--- src/include/bmd_pkg.sv ---
// Constants for the banked data-memory decoder and its RAM.
// Shared by the decoder, the core model, the checker and the bench; the RAM does not use it; no logic here.
package bmd_pkg;

  localparam int unsigned DATA_W = 8;
  localparam int unsigned FILE_ADDR_W = 7;
  localparam int unsigned FULL_ADDR_W = 8;

  // Bank select lives in the status word
  localparam int unsigned BANK_BIT = 5;

  // Special-function slots take the low 32 addresses of a bank
  localparam logic [6:0] SFR_SPAN = 7'h20;

  // Shared slots, decoded on the low seven bits in either bank
  localparam logic [6:0] ADR_INDIRECT = 7'h00;
  localparam logic [6:0] ADR_PC_LOW = 7'h02;
  localparam logic [6:0] ADR_STATUS = 7'h03;
  localparam logic [6:0] ADR_FILE_SELECT = 7'h04;
  localparam logic [6:0] ADR_PC_HIGH_LATCH = 7'h0A;
  localparam logic [6:0] ADR_INT_CONTROL = 7'h0B;

  // Bank 0 only
  localparam logic [7:0] ADR_TIMER_COUNT = 8'h01;
  localparam logic [7:0] ADR_FIRST_PORT = 8'h05;
  localparam logic [7:0] ADR_SECOND_PORT = 8'h06;

  // Bank 1 only
  localparam logic [7:0] ADR_TIMER_PRESCALE = 8'h81;
  localparam logic [7:0] ADR_FIRST_DIR = 8'h85;
  localparam logic [7:0] ADR_SECOND_DIR = 8'h86;
  localparam logic [7:0] ADR_POWER_CONTROL = 8'h8E;

  // General-purpose RAM windows
  localparam logic [7:0] B0_RAM_LO = 8'h20;
  localparam logic [7:0] B0_RAM_HI_SMALL = 8'h6F;
  localparam logic [7:0] B0_RAM_HI_LARGE = 8'h7F;
  localparam logic [7:0] B1_RAM_LO = 8'hA0;
  localparam logic [7:0] B1_RAM_HI = 8'hBF;
  // Bank 1 RAM follows bank 0 RAM in the array
  localparam logic [7:0] B1_IDX_BASE = 8'h60;

  localparam int unsigned RAM_DEPTH_SMALL = 80;
  localparam int unsigned RAM_DEPTH_LARGE = 128;

  // Quarter phases of the instruction cycle
  localparam logic [1:0] PH_Q1 = 2'h0;
  localparam logic [1:0] PH_Q2 = 2'h1;
  localparam logic [1:0] PH_Q4 = 2'h3;
  localparam logic [1:0] PH_STEP = 2'h1;

  // Hardware-owned status flags, not writable through the data path
  localparam logic [7:0] STATUS_RO_MASK = 8'h18;

  localparam logic [7:0] RST_SFR = 8'h00;
  localparam logic [7:0] READ_ZERO = 8'h00;

endpackage

--- src/logic/bmd_decoder.sv ---
// Banked data-memory decoder with special-function register file.
// Partner is the core execute stage on clk_sys_in; it drives
// file_addr_in and the enables for the one quarter that takes them.
`timescale 1ns/1ns
`default_nettype none

module bmd_decoder
  import bmd_pkg::*;
#(
  parameter bit LARGE_VARIANT = 1'b1,
  parameter int unsigned RAM_DEPTH = 128
) (
  input wire logic clk_sys_in,
  input wire logic sys_rst_in,
  input wire logic [bmd_pkg::FILE_ADDR_W-1:0] file_addr_in,
  input wire logic rd_en_in,
  input wire logic wr_en_in,
  input wire logic [bmd_pkg::DATA_W-1:0] wr_data_in,
  output logic [1:0] quarter_out,
  output logic [bmd_pkg::DATA_W-1:0] rd_data_out,
  output logic rd_valid_out,
  output logic wr_ignored_out,
  output logic bank_select_bit_out,
  output logic [bmd_pkg::DATA_W-1:0] timer_count_out,
  output logic [bmd_pkg::DATA_W-1:0] program_counter_low_out,
  output logic [bmd_pkg::DATA_W-1:0] status_word_out,
  output logic [bmd_pkg::DATA_W-1:0] file_select_pointer_out,
  output logic [bmd_pkg::DATA_W-1:0] first_io_port_out,
  output logic [bmd_pkg::DATA_W-1:0] second_io_port_out,
  output logic [bmd_pkg::DATA_W-1:0] program_counter_high_latch_out,
  output logic [bmd_pkg::DATA_W-1:0] interrupt_control_out,
  output logic [bmd_pkg::DATA_W-1:0] timer_prescale_settings_out,
  output logic [bmd_pkg::DATA_W-1:0] first_port_direction_out,
  output logic [bmd_pkg::DATA_W-1:0] second_port_direction_out,
  output logic [bmd_pkg::DATA_W-1:0] power_control_out
);
  import bmd_pkg::*;

  localparam int unsigned IDX_W = $clog2(RAM_DEPTH);

  if (RAM_DEPTH != (LARGE_VARIANT ? RAM_DEPTH_LARGE : RAM_DEPTH_SMALL))
  begin : g_depth_chk
    $error("bmd_decoder: RAM_DEPTH does not match the variant");
  end

  // Whole register state: one comb copy, one flop stage
  typedef struct packed {
    logic [1:0] phase;
    logic [7:0] timer_count;
    logic [7:0] pc_low;
    logic [7:0] status;
    logic [7:0] file_select;
    logic [7:0] first_port;
    logic [7:0] second_port;
    logic [7:0] pc_high_latch;
    logic [7:0] int_control;
    logic [7:0] timer_prescale;
    logic [7:0] first_dir;
    logic [7:0] second_dir;
    logic [7:0] power_control;
    logic [7:0] rd_data;
    logic rd_valid;
    logic wr_ignored;
  } bmd_state_t;

  bmd_state_t state_q;
  bmd_state_t state_d;

  logic [7:0] eff_addr;
  logic ram_sel;
  logic [IDX_W-1:0] ram_idx;
  logic ram_we;
  logic [7:0] ram_rdata;
  logic rd_now;
  logic wr_now;

  // True when the full address falls in implemented RAM
  function automatic logic ram_hit(input logic [7:0] a);
    logic [7:0] b0_top;
    b0_top = LARGE_VARIANT ? B0_RAM_HI_LARGE : B0_RAM_HI_SMALL;
    if (a >= B0_RAM_LO && a <= b0_top)
    begin
      return 1'b1;
    end
    if (LARGE_VARIANT && a >= B1_RAM_LO && a <= B1_RAM_HI)
    begin
      return 1'b1;
    end
    return 1'b0;
  endfunction

  // Packs both RAM windows into one contiguous array index
  function automatic logic [7:0] ram_index(input logic [7:0] a);
    logic [7:0] idx;
    if (a[7])
    begin
      idx = 8'(a - B1_RAM_LO + B1_IDX_BASE);
    end
    else
    begin
      idx = 8'(a - B0_RAM_LO);
    end
    return idx;
  endfunction

  // Common slots decode on the low bits alone
  function automatic logic is_shared(input logic [7:0] a,
                                     input logic [6:0] slot);
    return a[6:0] == slot;
  endfunction

  // Special-function read; anything unmapped answers zero
  function automatic logic [7:0] sfr_read(input bmd_state_t s,
                                          input logic [7:0] a);
    logic [7:0] v;
    v = READ_ZERO;
    if (is_shared(a, ADR_PC_LOW))
    begin
      v = s.pc_low;
    end
    else if (is_shared(a, ADR_STATUS))
    begin
      v = s.status;
    end
    else if (is_shared(a, ADR_FILE_SELECT))
    begin
      v = s.file_select;
    end
    else if (is_shared(a, ADR_PC_HIGH_LATCH))
    begin
      v = s.pc_high_latch;
    end
    else if (is_shared(a, ADR_INT_CONTROL))
    begin
      v = s.int_control;
    end
    else
    begin
      case (a)
        ADR_TIMER_COUNT: v = s.timer_count;
        ADR_FIRST_PORT: v = s.first_port;
        ADR_SECOND_PORT: v = s.second_port;
        ADR_TIMER_PRESCALE: v = s.timer_prescale;
        ADR_FIRST_DIR: v = s.first_dir;
        ADR_SECOND_DIR: v = s.second_dir;
        ADR_POWER_CONTROL: v = s.power_control;
        default: v = READ_ZERO;
      endcase
    end
    return v;
  endfunction

  // Pointer port holds nothing; it redirects to the pointer's address.
  // A pointer aimed at the port itself lands on a zero read.
  always_comb
  begin
    if (file_addr_in == ADR_INDIRECT)
    begin
      eff_addr = state_q.file_select;
    end
    else
    begin
      eff_addr = {state_q.status[BANK_BIT], file_addr_in};
    end
  end

  // RAM and register slots never overlap, so a write has one target
  assign ram_sel = ram_hit(eff_addr);
  assign ram_idx = IDX_W'(ram_index(eff_addr));
  assign rd_now = rd_en_in && (state_q.phase == PH_Q2);
  assign wr_now = wr_en_in && (state_q.phase == PH_Q4);
  assign ram_we = wr_now && ram_sel;

  bmd_gp_ram #(
    .WIDTH(DATA_W),
    .DEPTH(RAM_DEPTH),
    .IDX_W(IDX_W)
  ) u_ram (
    .clk_sys_in(clk_sys_in),
    .wr_en_in(ram_we),
    .idx_in(ram_idx),
    .wr_data_in(wr_data_in),
    .rd_data_out(ram_rdata)
  );

  always_comb
  begin
    state_d = state_q;
    state_d.phase = 2'(state_q.phase + PH_STEP);
    state_d.rd_valid = 1'b0;
    state_d.wr_ignored = 1'b0;

    // Result stands until the next taken read or a reset, which loads zero
    if (rd_now)
    begin
      state_d.rd_valid = 1'b1;
      if (ram_sel)
      begin
        state_d.rd_data = ram_rdata;
      end
      else
      begin
        state_d.rd_data = sfr_read(state_q, eff_addr);
      end
    end

    // Shared slots first; bank-only slots decode on all eight bits
    if (wr_now && !ram_sel)
    begin
      if (is_shared(eff_addr, ADR_PC_LOW))
      begin
        state_d.pc_low = wr_data_in;
      end
      else if (is_shared(eff_addr, ADR_STATUS))
      begin
        // Flag bits owned by hardware survive a data-path write
        state_d.status = (wr_data_in & ~STATUS_RO_MASK)
                       | (state_q.status & STATUS_RO_MASK);
      end
      else if (is_shared(eff_addr, ADR_FILE_SELECT))
      begin
        state_d.file_select = wr_data_in;
      end
      else if (is_shared(eff_addr, ADR_PC_HIGH_LATCH))
      begin
        state_d.pc_high_latch = wr_data_in;
      end
      else if (is_shared(eff_addr, ADR_INT_CONTROL))
      begin
        state_d.int_control = wr_data_in;
      end
      else
      begin
        case (eff_addr)
          ADR_TIMER_COUNT: state_d.timer_count = wr_data_in;
          ADR_FIRST_PORT: state_d.first_port = wr_data_in;
          ADR_SECOND_PORT: state_d.second_port = wr_data_in;
          ADR_TIMER_PRESCALE: state_d.timer_prescale = wr_data_in;
          ADR_FIRST_DIR: state_d.first_dir = wr_data_in;
          ADR_SECOND_DIR: state_d.second_dir = wr_data_in;
          ADR_POWER_CONTROL: state_d.power_control = wr_data_in;
          default: state_d.wr_ignored = 1'b1;
        endcase
      end
    end

    // Reset last, so it overrides a register request in the same cycle; a RAM write in that cycle still lands.
    // RAM is left alone: it keeps whatever contents it held before reset.
    if (sys_rst_in)
    begin
      state_d = '0;
      state_d.phase = PH_Q1;
      state_d.timer_count = RST_SFR;
      state_d.pc_low = RST_SFR;
      state_d.status = RST_SFR;
      state_d.file_select = RST_SFR;
      state_d.first_port = RST_SFR;
      state_d.second_port = RST_SFR;
      state_d.pc_high_latch = RST_SFR;
      state_d.int_control = RST_SFR;
      state_d.timer_prescale = RST_SFR;
      state_d.first_dir = RST_SFR;
      state_d.second_dir = RST_SFR;
      state_d.power_control = RST_SFR;
      state_d.rd_data = READ_ZERO;
    end
  end

  always_ff @(posedge clk_sys_in)
  begin
    state_q <= state_d;
  end

  // Quarter runs free, so a held request waits for its own quarter
  assign quarter_out = state_q.phase;
  assign rd_data_out = state_q.rd_data;
  assign rd_valid_out = state_q.rd_valid;
  assign wr_ignored_out = state_q.wr_ignored;
  assign bank_select_bit_out = state_q.status[BANK_BIT];
  assign timer_count_out = state_q.timer_count;
  assign program_counter_low_out = state_q.pc_low;
  assign status_word_out = state_q.status;
  assign file_select_pointer_out = state_q.file_select;
  assign first_io_port_out = state_q.first_port;
  assign second_io_port_out = state_q.second_port;
  assign program_counter_high_latch_out = state_q.pc_high_latch;
  assign interrupt_control_out = state_q.int_control;
  assign timer_prescale_settings_out = state_q.timer_prescale;
  assign first_port_direction_out = state_q.first_dir;
  assign second_port_direction_out = state_q.second_dir;
  assign power_control_out = state_q.power_control;

endmodule // bmd_decoder

`default_nettype wire

--- src/logic/bmd_gp_ram.sv ---
// General-purpose static RAM array for the data-memory decoder.
// One index port: the decoder never reads and writes in one cycle.
`timescale 1ns/1ns
`default_nettype none

module bmd_gp_ram #(
  parameter int unsigned WIDTH = 8,
  parameter int unsigned DEPTH = 128,
  parameter int unsigned IDX_W = 7
) (
  input wire logic clk_sys_in,
  input wire logic wr_en_in,
  input wire logic [IDX_W-1:0] idx_in,
  input wire logic [WIDTH-1:0] wr_data_in,
  output logic [WIDTH-1:0] rd_data_out
);

  logic [WIDTH-1:0] mem_q [DEPTH];

  if (DEPTH > (1 << IDX_W))
  begin : g_chk
    $error("bmd_gp_ram: index too narrow for depth");
  end

  // No reset: contents are undefined after power-up, as for real SRAM
  always_ff @(posedge clk_sys_in)
  begin
    if (wr_en_in)
    begin
      mem_q[idx_in] <= wr_data_in;
    end
  end

  assign rd_data_out = mem_q[idx_in];

endmodule // bmd_gp_ram

`default_nettype wire

--- config.mk ---
export PLATFORM = sky130hd
export DESIGN_NAME = bmd_decoder
export DESIGN_NICKNAME = d
export VERILOG_FILES = /design/src/include/bmd_pkg.sv /design/src/logic/bmd_decoder.sv /design/src/logic/bmd_gp_ram.sv
export SDC_FILE = /design/constraint.sdc
export NUM_CORES = 1
export LEC_CHECK = 0
export BUFFER_PORTS_ARGS = -buffer_cell sky130_fd_sc_hd__buf_2
export CORE_ASPECT_RATIO = 1.25
export CORE_MARGIN = 4
export CORE_UTILIZATION = 46
export DETAILED_ROUTE_END_ITERATION = 8
export GPL_TIMING_DRIVEN = 1
export PLACE_DENSITY_LB_ADDON = 0.12
export SKIP_CTS_REPAIR_TIMING = 1
export SYNTH_ARGS = -nofsm -noshare
export SYNTH_HDL_FRONTEND = slang
export SYNTH_SLANG_ARGS = --single-unit
--- constraint.sdc ---
create_clock -name clk_sys_in -period 3.8 [get_ports clk_sys_in]
set_input_delay 0.76 -clock clk_sys_in [delete_from_list [all_inputs] [get_ports clk_sys_in]]
set_output_delay 0.76 -clock clk_sys_in [all_outputs]
set_load 0.03 [all_outputs]
Word-level counts from Yosys, hierarchy flattened

Memories as Yosys holds them, arrays and structs flattened.
Cells that the tools add are included.

Flip-flop bits (word level): 108
Memories: 1
Word-level logic and storage cells: 88
Memory bits (writable): 1024

Memory list:

| memory      | depth | bits a word | read ports | clocked after memory_dff | write ports | line             | source |
|---|---|---|---|---|---|---|---|
| u_ram.mem_q | 128   | 8           | 1          | 0                        | 1           | bmd_gp_ram.sv:18 | `logic [WIDTH-1:0] mem_q [DEPTH];` |

Add/subtract/negate cells: 4
Bitwise logic cells: 7
Mux-type cells: 20
Eq/ne operators: 14
Order comparisons: 4
Reduce and logical (&&, ||, !) cells: 22

Operators by type and width:

| kind                | number |
|---|---|
| $mux 8              | 7 |
| $pmux 8 s7          | 1 |
| $reduce_and 7->1    | 7 |
| $eq 8x8->1 const B  | 4 |
| $eq 8x3->1 const B  | 2 |
| $eq 7x2->1 const B  | 2 |
| $eq 7x4->1 const B  | 2 |
| $reduce_or 7->1     | 2 |
| $sub 7x6->7 const B | 2 |
| $mux 1              | 11 |
| $eq 8x1->1 const B  | 1 |
| $ge 8x6->1 const B  | 1 |
| $ge 8x8->1 const B  | 1 |
| $le 8x7->1 const B  | 1 |
| $le 8x8->1 const B  | 1 |
| $or 8x5->8          | 1 |
| $add 7x7->7 const B | 1 |
| $eq 7x3->1 const B  | 1 |
| $logic_not 7->1     | 1 |
| $mux 7              | 1 |
| $logic_and 1x1->1   | 6 |
| $not 1->1           | 6 |
| $reduce_and 6->1    | 1 |
| $reduce_and 5->1    | 1 |
| 7 further kinds     | 7 |

Logic depth before layout (Yosys ltp)

Depth after elaboration: 12
Depth in mapped cells: 15
Mapped depth without buffers: 12

Cells and area by module

From an unflattened synthesis, not the netlist that was laid out.

Cells, all modules: 3091
Area, all modules: 45497.4 um^2

By module, submodules not included:

| module      | seq. area each (um^2) | area an instance (um^2) | cells an instance | instances |
|---|---|---|---|---|
| bmd_gp_ram  | 30749.5               | 40273.6                 | 2467              | 1 |
| bmd_decoder | 2122.0                | 5223.8                  | 624               | 1 |

Worst setup path before layout

Ideal clock, no wire load.

Kind: input-to-reg
From: input port file_addr_in[2] in the netlist's numbering
To: memory u_ram.mem_q[74][0] (enable)
Library setup time: 370 ps
Data arrival time: 3547 ps
Stages on the path: 11
Data required time: 3430 ps
Slack: -117 ps
Buffers on the path: 2
Path through: buf_2 -> nor2_1 -> a41oi_1 -> ha_1 -> o211ai_1 -> a2111oi_1 -> o22ai_4 -> nor3_1 -> nand3_1 -> buf_2 -> nor2_1

Cells in the longest elaborated chain, start to end: 11
Elaborated cells between the ends (all ways): 21

RTL lines:

| what                                            | line               | source |
|---|---|---|
| start: declaration                              | bmd_decoder.sv:15  | `input wire logic [bmd_pkg::FILE_ADDR_W-1:0] file_addr_in,` |
| $logic_not 7->1                                 | bmd_decoder.sv:157 | `if (file_addr_in == ADR_INDIRECT)` |
| $mux 8 (*)                                      | bmd_decoder.sv:157 |  |
| $ge 8x8->1 / $le 8x8->1 (equally long branches) | bmd_decoder.sv:85  | `if (LARGE_VARIANT && a >= B1_RAM_LO && a <= B1_RAM_HI)` |
| $logic_and 1x1->1                               | bmd_decoder.sv:85  |  |
| $mux 1 (2 in a row)                             | bmd_decoder.sv:85  |  |
| $mux 1                                          | bmd_decoder.sv:89  | `return 1'b0;` |
| $mux 1                                          | bmd_decoder.sv:85  |  |
| $logic_and 1x1->1                               | bmd_decoder.sv:172 | `assign ram_we = wr_now && ram_sel;` |
| $mux 1                                          | bmd_gp_ram.sv:28   | `if (wr_en_in)` |
| $mux 1 (implied by the code)                    | bmd_gp_ram.sv:30   | `mem_q[idx_in] <= wr_data_in;` |
| end: declaration                                | bmd_gp_ram.sv:18   |  |

Every way passes the cells marked *; elsewhere a longest branch is shown, timed or not. The select of a mux whose other input is x is not followed.

Worst setup path in the final report

From: input port file_addr_in[4] in the netlist's numbering
To: register state_q (netlist bit rd_data_out[3])

Cells in the longest elaborated chain, start to end: 10
Elaborated cells between the ends (all ways): 38

RTL lines:

| what                                                  | line               | source |
|---|---|---|
| $logic_not 7->1                                       | bmd_decoder.sv:157 |  |
| $mux 8 (*)                                            | bmd_decoder.sv:157 |  |
| branches (longest 7 deep; another with $mem_v2 128x8) | -                  |  |
| $mux 8 (*)                                            | bmd_decoder.sv:197 | `if (ram_sel)` |
| end signal: assignment                                | bmd_decoder.sv:271 | `state_q <= state_d;` |
| end: declaration                                      | bmd_decoder.sv:66  | `bmd_state_t state_q;` |

Every way passes the cells marked *. The select of a mux whose other input is x is not followed.
A chain may end at the register's enable or synchronous reset.

==> impl_results.md <==
- Final Instance Count excl. Fillers: 5110
- Final critical-path setup slack: 48.61 ps
- Worst Setup End Kind: flip-flop
- Top-Level Pins: 128
- First-pass GRT wire length: 209900 um
- Row cnt: 128
- Clock Pin Slew Worst Setup and Hold Paths: 60 ps
- Post-synthesis instance total: 3085
- PD cells: 467.8 mW/mm^2
- Asr flop ratio synth: 0
- Area Overhead vs Synth: 22.75%
- Switching power: 5.778 mW
- Netlist cell types: 75
- Static leakage: 19.53 nW
- H-tree Lvls: 3
- Max Root-Sink Buffers: 3
- Antenna viol nets, final: 0
- Starting Density: 0.4630
- Sequential area share after synthesis: 0.7291
- Gr usage total: 0.2809
- Layout cells sized above 1: 0.2651
- DRT iter0 DRCs: 3519
- Die Span X: 288.0 um
- Worst VDD drop: 0.3936 mV
- Core box area: 0.09737 mm^2
- DP Worst Slack: -843.5 ps
- Root buf cell: clkbuf_16
- Worst rel slew slack: 0.4252
- Drt wl/cell: 28.67 um
- Total number of vias: 30406
- Worst-Margin Slew: 862.2 ps
- DP Wirelength: 100700 um
- Critical path required time: 4320 ps
- Final RePlAce weighted congestion: 0.9389
- Internal power: 20.11 mW
- Hold path cells: 2
- Cells on worst reg2reg path: 12
- Setup violations, final: 0
- FF-to-FF End: rd_data_out[3]
- Grt total ovfl: 0
- Period minus WS final: 3751 ps
- Setup Skew: 28.46 ps
- Setup TNS: 0 ps
- Fin util: 0.5683
- Via/cell ratio: 5.950
- Status: finished clean
- CTS tree: yes
- R2r setup slk: 80 ps
- DRT Pass-1 Iters: 8
- Synth Flop Type: edfxtp_1
- Pins Over Slew Limit: 0
- Syn Std Cell Area: 0.04508 mm^2
- Hold Crit Endpoint: second_io_port_out[6]
- Final hold violation count: 0
- Arr. time, crit path: 4270 ps
- # diodes: 0
- Placed insts: 4910
- Final period util: 0.9872
- Clock Power Share: 0.407
- Vias in the first global route: 29642
- CTS buffer count: 107
- HP Class: reg2reg
- Startpoint types: primary input
- Number of synthesized flops with an enable pin: 1024
- Port bufs: 125
- Die Y: 358.0 um
- Clock Latency Late Sink: 680 ps
- Worst Hold Slack: 476.2 ps
- WL final: 146500 um
- Flops & latches, synth: 1130
- FF-to-FF Start: file_select_pointer_out[2]
- Crit Path Class: in2reg
- Reg power frac: 0.523
- Antenna violations before repair: 2
- Maximum clock rate: 266.6 MHz
- RSZ-0062 raised after global routing: false
- DIE AREA: 0.1031 mm^2
- Clk sink count: 1130
- Nets: 3741
- Crit Path Max Fanout: 9
- Total of max-cap violations: 0
- Largest net degree at the start of global routing: 141
- DRC: 0
- Min-delay src: second_io_port_out[6]
- Logic gate share of total power: 0.069
- Yosys Warn Count: 0
- Sw Share: 0.2232
- Synthesized area per cell: 14.61 um^2
-- kinds of logic (layout without fill, tap and decap cells) --
group                    Yosys count  after routing  share of synthesized area
flip-flops                      1130           1130                     0.7291
other                              1              2                 0.00008318
AND/OR/NAND/NOR                 1061           1061                     0.1008
AO/OA/AOI/OAI                    427            427                    0.06375
multiplexers                     270            270                    0.08431
buffers and inverters            192            916                    0.02095
XOR/XNOR                           1              1                  0.0001943
adder cells (fa/ha/maj)            3              3                  0.0008327
-- power groups by stage --
stage               Sequential [mW]  Combinational (mW)  Clock, mW
global placement               13.8                1.77          0
detailed placement             13.8                1.78          0
global route                   13.5                1.87       11.2
finish                         13.5                1.79       10.5
CTS                            13.5                1.78       10.7
floorplan                      13.8               0.684          0
-- final cells by class --
type | instances | area, um^2
fill | 7842 | 42030
sequential | 1130 | 32870
multi-input combinational | 1764 | 11400
timing repair buffer | 713 | 6001
clock buffer | 145 | 2918
tap | 1300 | 1627
clock inverter | 55 | 508.0
inverter | 3 | 11.26
-- critical path, stage by stage --
cell,delay (ps)
buf_2,140
or4_1,630
o21a_1,260
buf_12,160
buf_4,130
nand2_1,290
nor3_1,80
buf_4,200
a22o_1,240
a221oi_1,210
nand3_1,250
a221oi_1,780
a211oi_1,110
-- per-layer routing --
| metal | GRT usage | part of all wire | wire length [um] | up-vias |
|---|---|---|---|---|
| met5 | 0 | 0 | 0 | - |
| met3 | 0.04259 | 0.084 | 12300 | 274 |
| met4 | 0.1039 | 0.039 | 5780 | 0 |
| met1 | 0.3784 | 0.39 | 57280 | 15490 |
| met2 | 0.4662 | 0.49 | 71150 | 1579 |
| li1 | - | - | - | 13063 |
-- synthesized netlist by cell type (20+ instances only) --
library cell  instances  area [um^2]
dfxtp_1             106         2122
a31oi_1              42        262.8
a21oi_1             138        690.7
a2111oi_0            20        175.2
buf_4                21        157.7
nor2_1              243        912.1
nand2_1             564         2117
edfxtp_1           1024        30750
o21ai_0              30        150.1
buf_2                68        340.3
nand3_1             142        710.7
clkbuf_1             80        300.3
mux4_2               87         1959
o22ai_1              35        219.0
mux2i_1             175         1752
a22oi_1              45        337.8
-- registers in the layout, indices dropped and copies added, names as in the netlist --
| name | cells |
|---|---|
| file_select_pointer_out | 8 |
| quarter_out | 2 |
| program_counter_high_latch_out | 8 |
| u_ram.mem_q | 1024 |
| program_counter_low_out | 8 |
| rd_valid_out | 1 |
| status_word_out | 6 |
| second_io_port_out | 8 |
| wr_ignored_out | 1 |
| timer_count_out | 8 |
| second_port_direction_out | 8 |
| timer_prescale_settings_out | 8 |
| first_io_port_out | 8 |
| interrupt_control_out | 8 |
| rd_data_out | 8 |
| first_port_direction_out | 8 |
| power_control_out | 8 |
-- stage by stage --
stage | instance area (um^2) | power (mW)
global route | 55340 | 26.65
CTS | 55330 | 26.02
detailed placement | 51900 | 15.59
global placement | 51900 | 15.58
finish | 55340 | 25.89
floorplan | 45100 | 14.51
-- cell usage in the layout (no fill, tap or decap), drive strengths merged, types with 8 or more instances in the layout --
master,synthesis,final
edfxtp,1024,1024
buf,109,713
nand2,567,567
nor2,247,247
mux2i,175,175
clkbuf,80,145
nand3,143,143
a21oi,138,138
dfxtp,106,106
mux4,87,87
a22oi,45,45
a31oi,43,43
clkinv,0,38
o22ai,36,36
o21ai,30,30
nor3,22,22
a2111oi,21,21
nand4,20,20
a211oi,16,16
a221oi,16,16
a32oi,16,16
nor4,16,16
and3,14,14
o221ai,12,12
and2,11,11
a22o,9,9
or4,9,9
inv,3,9
mux2,8,8
bufinv,0,8
-- how the worst max path moves through the flow --
stage,from,to,slack (ps),depth (start not counted)
detailed placement,file_addr_in[4],rd_data_out[1],-840,14
CTS,file_select_pointer_out[2],rd_data_out[1],-150,13
global route,file_select_pointer_out[0],rd_data_out[7],20,13
global placement,file_addr_in[4],rd_data_out[1],-780,14
finish,file_addr_in[4],rd_data_out[3],50,13
floorplan,file_addr_in[2],u_ram.mem_q[74][0],-120,11
No activity file was read; power rests on OpenSTA's default activity.
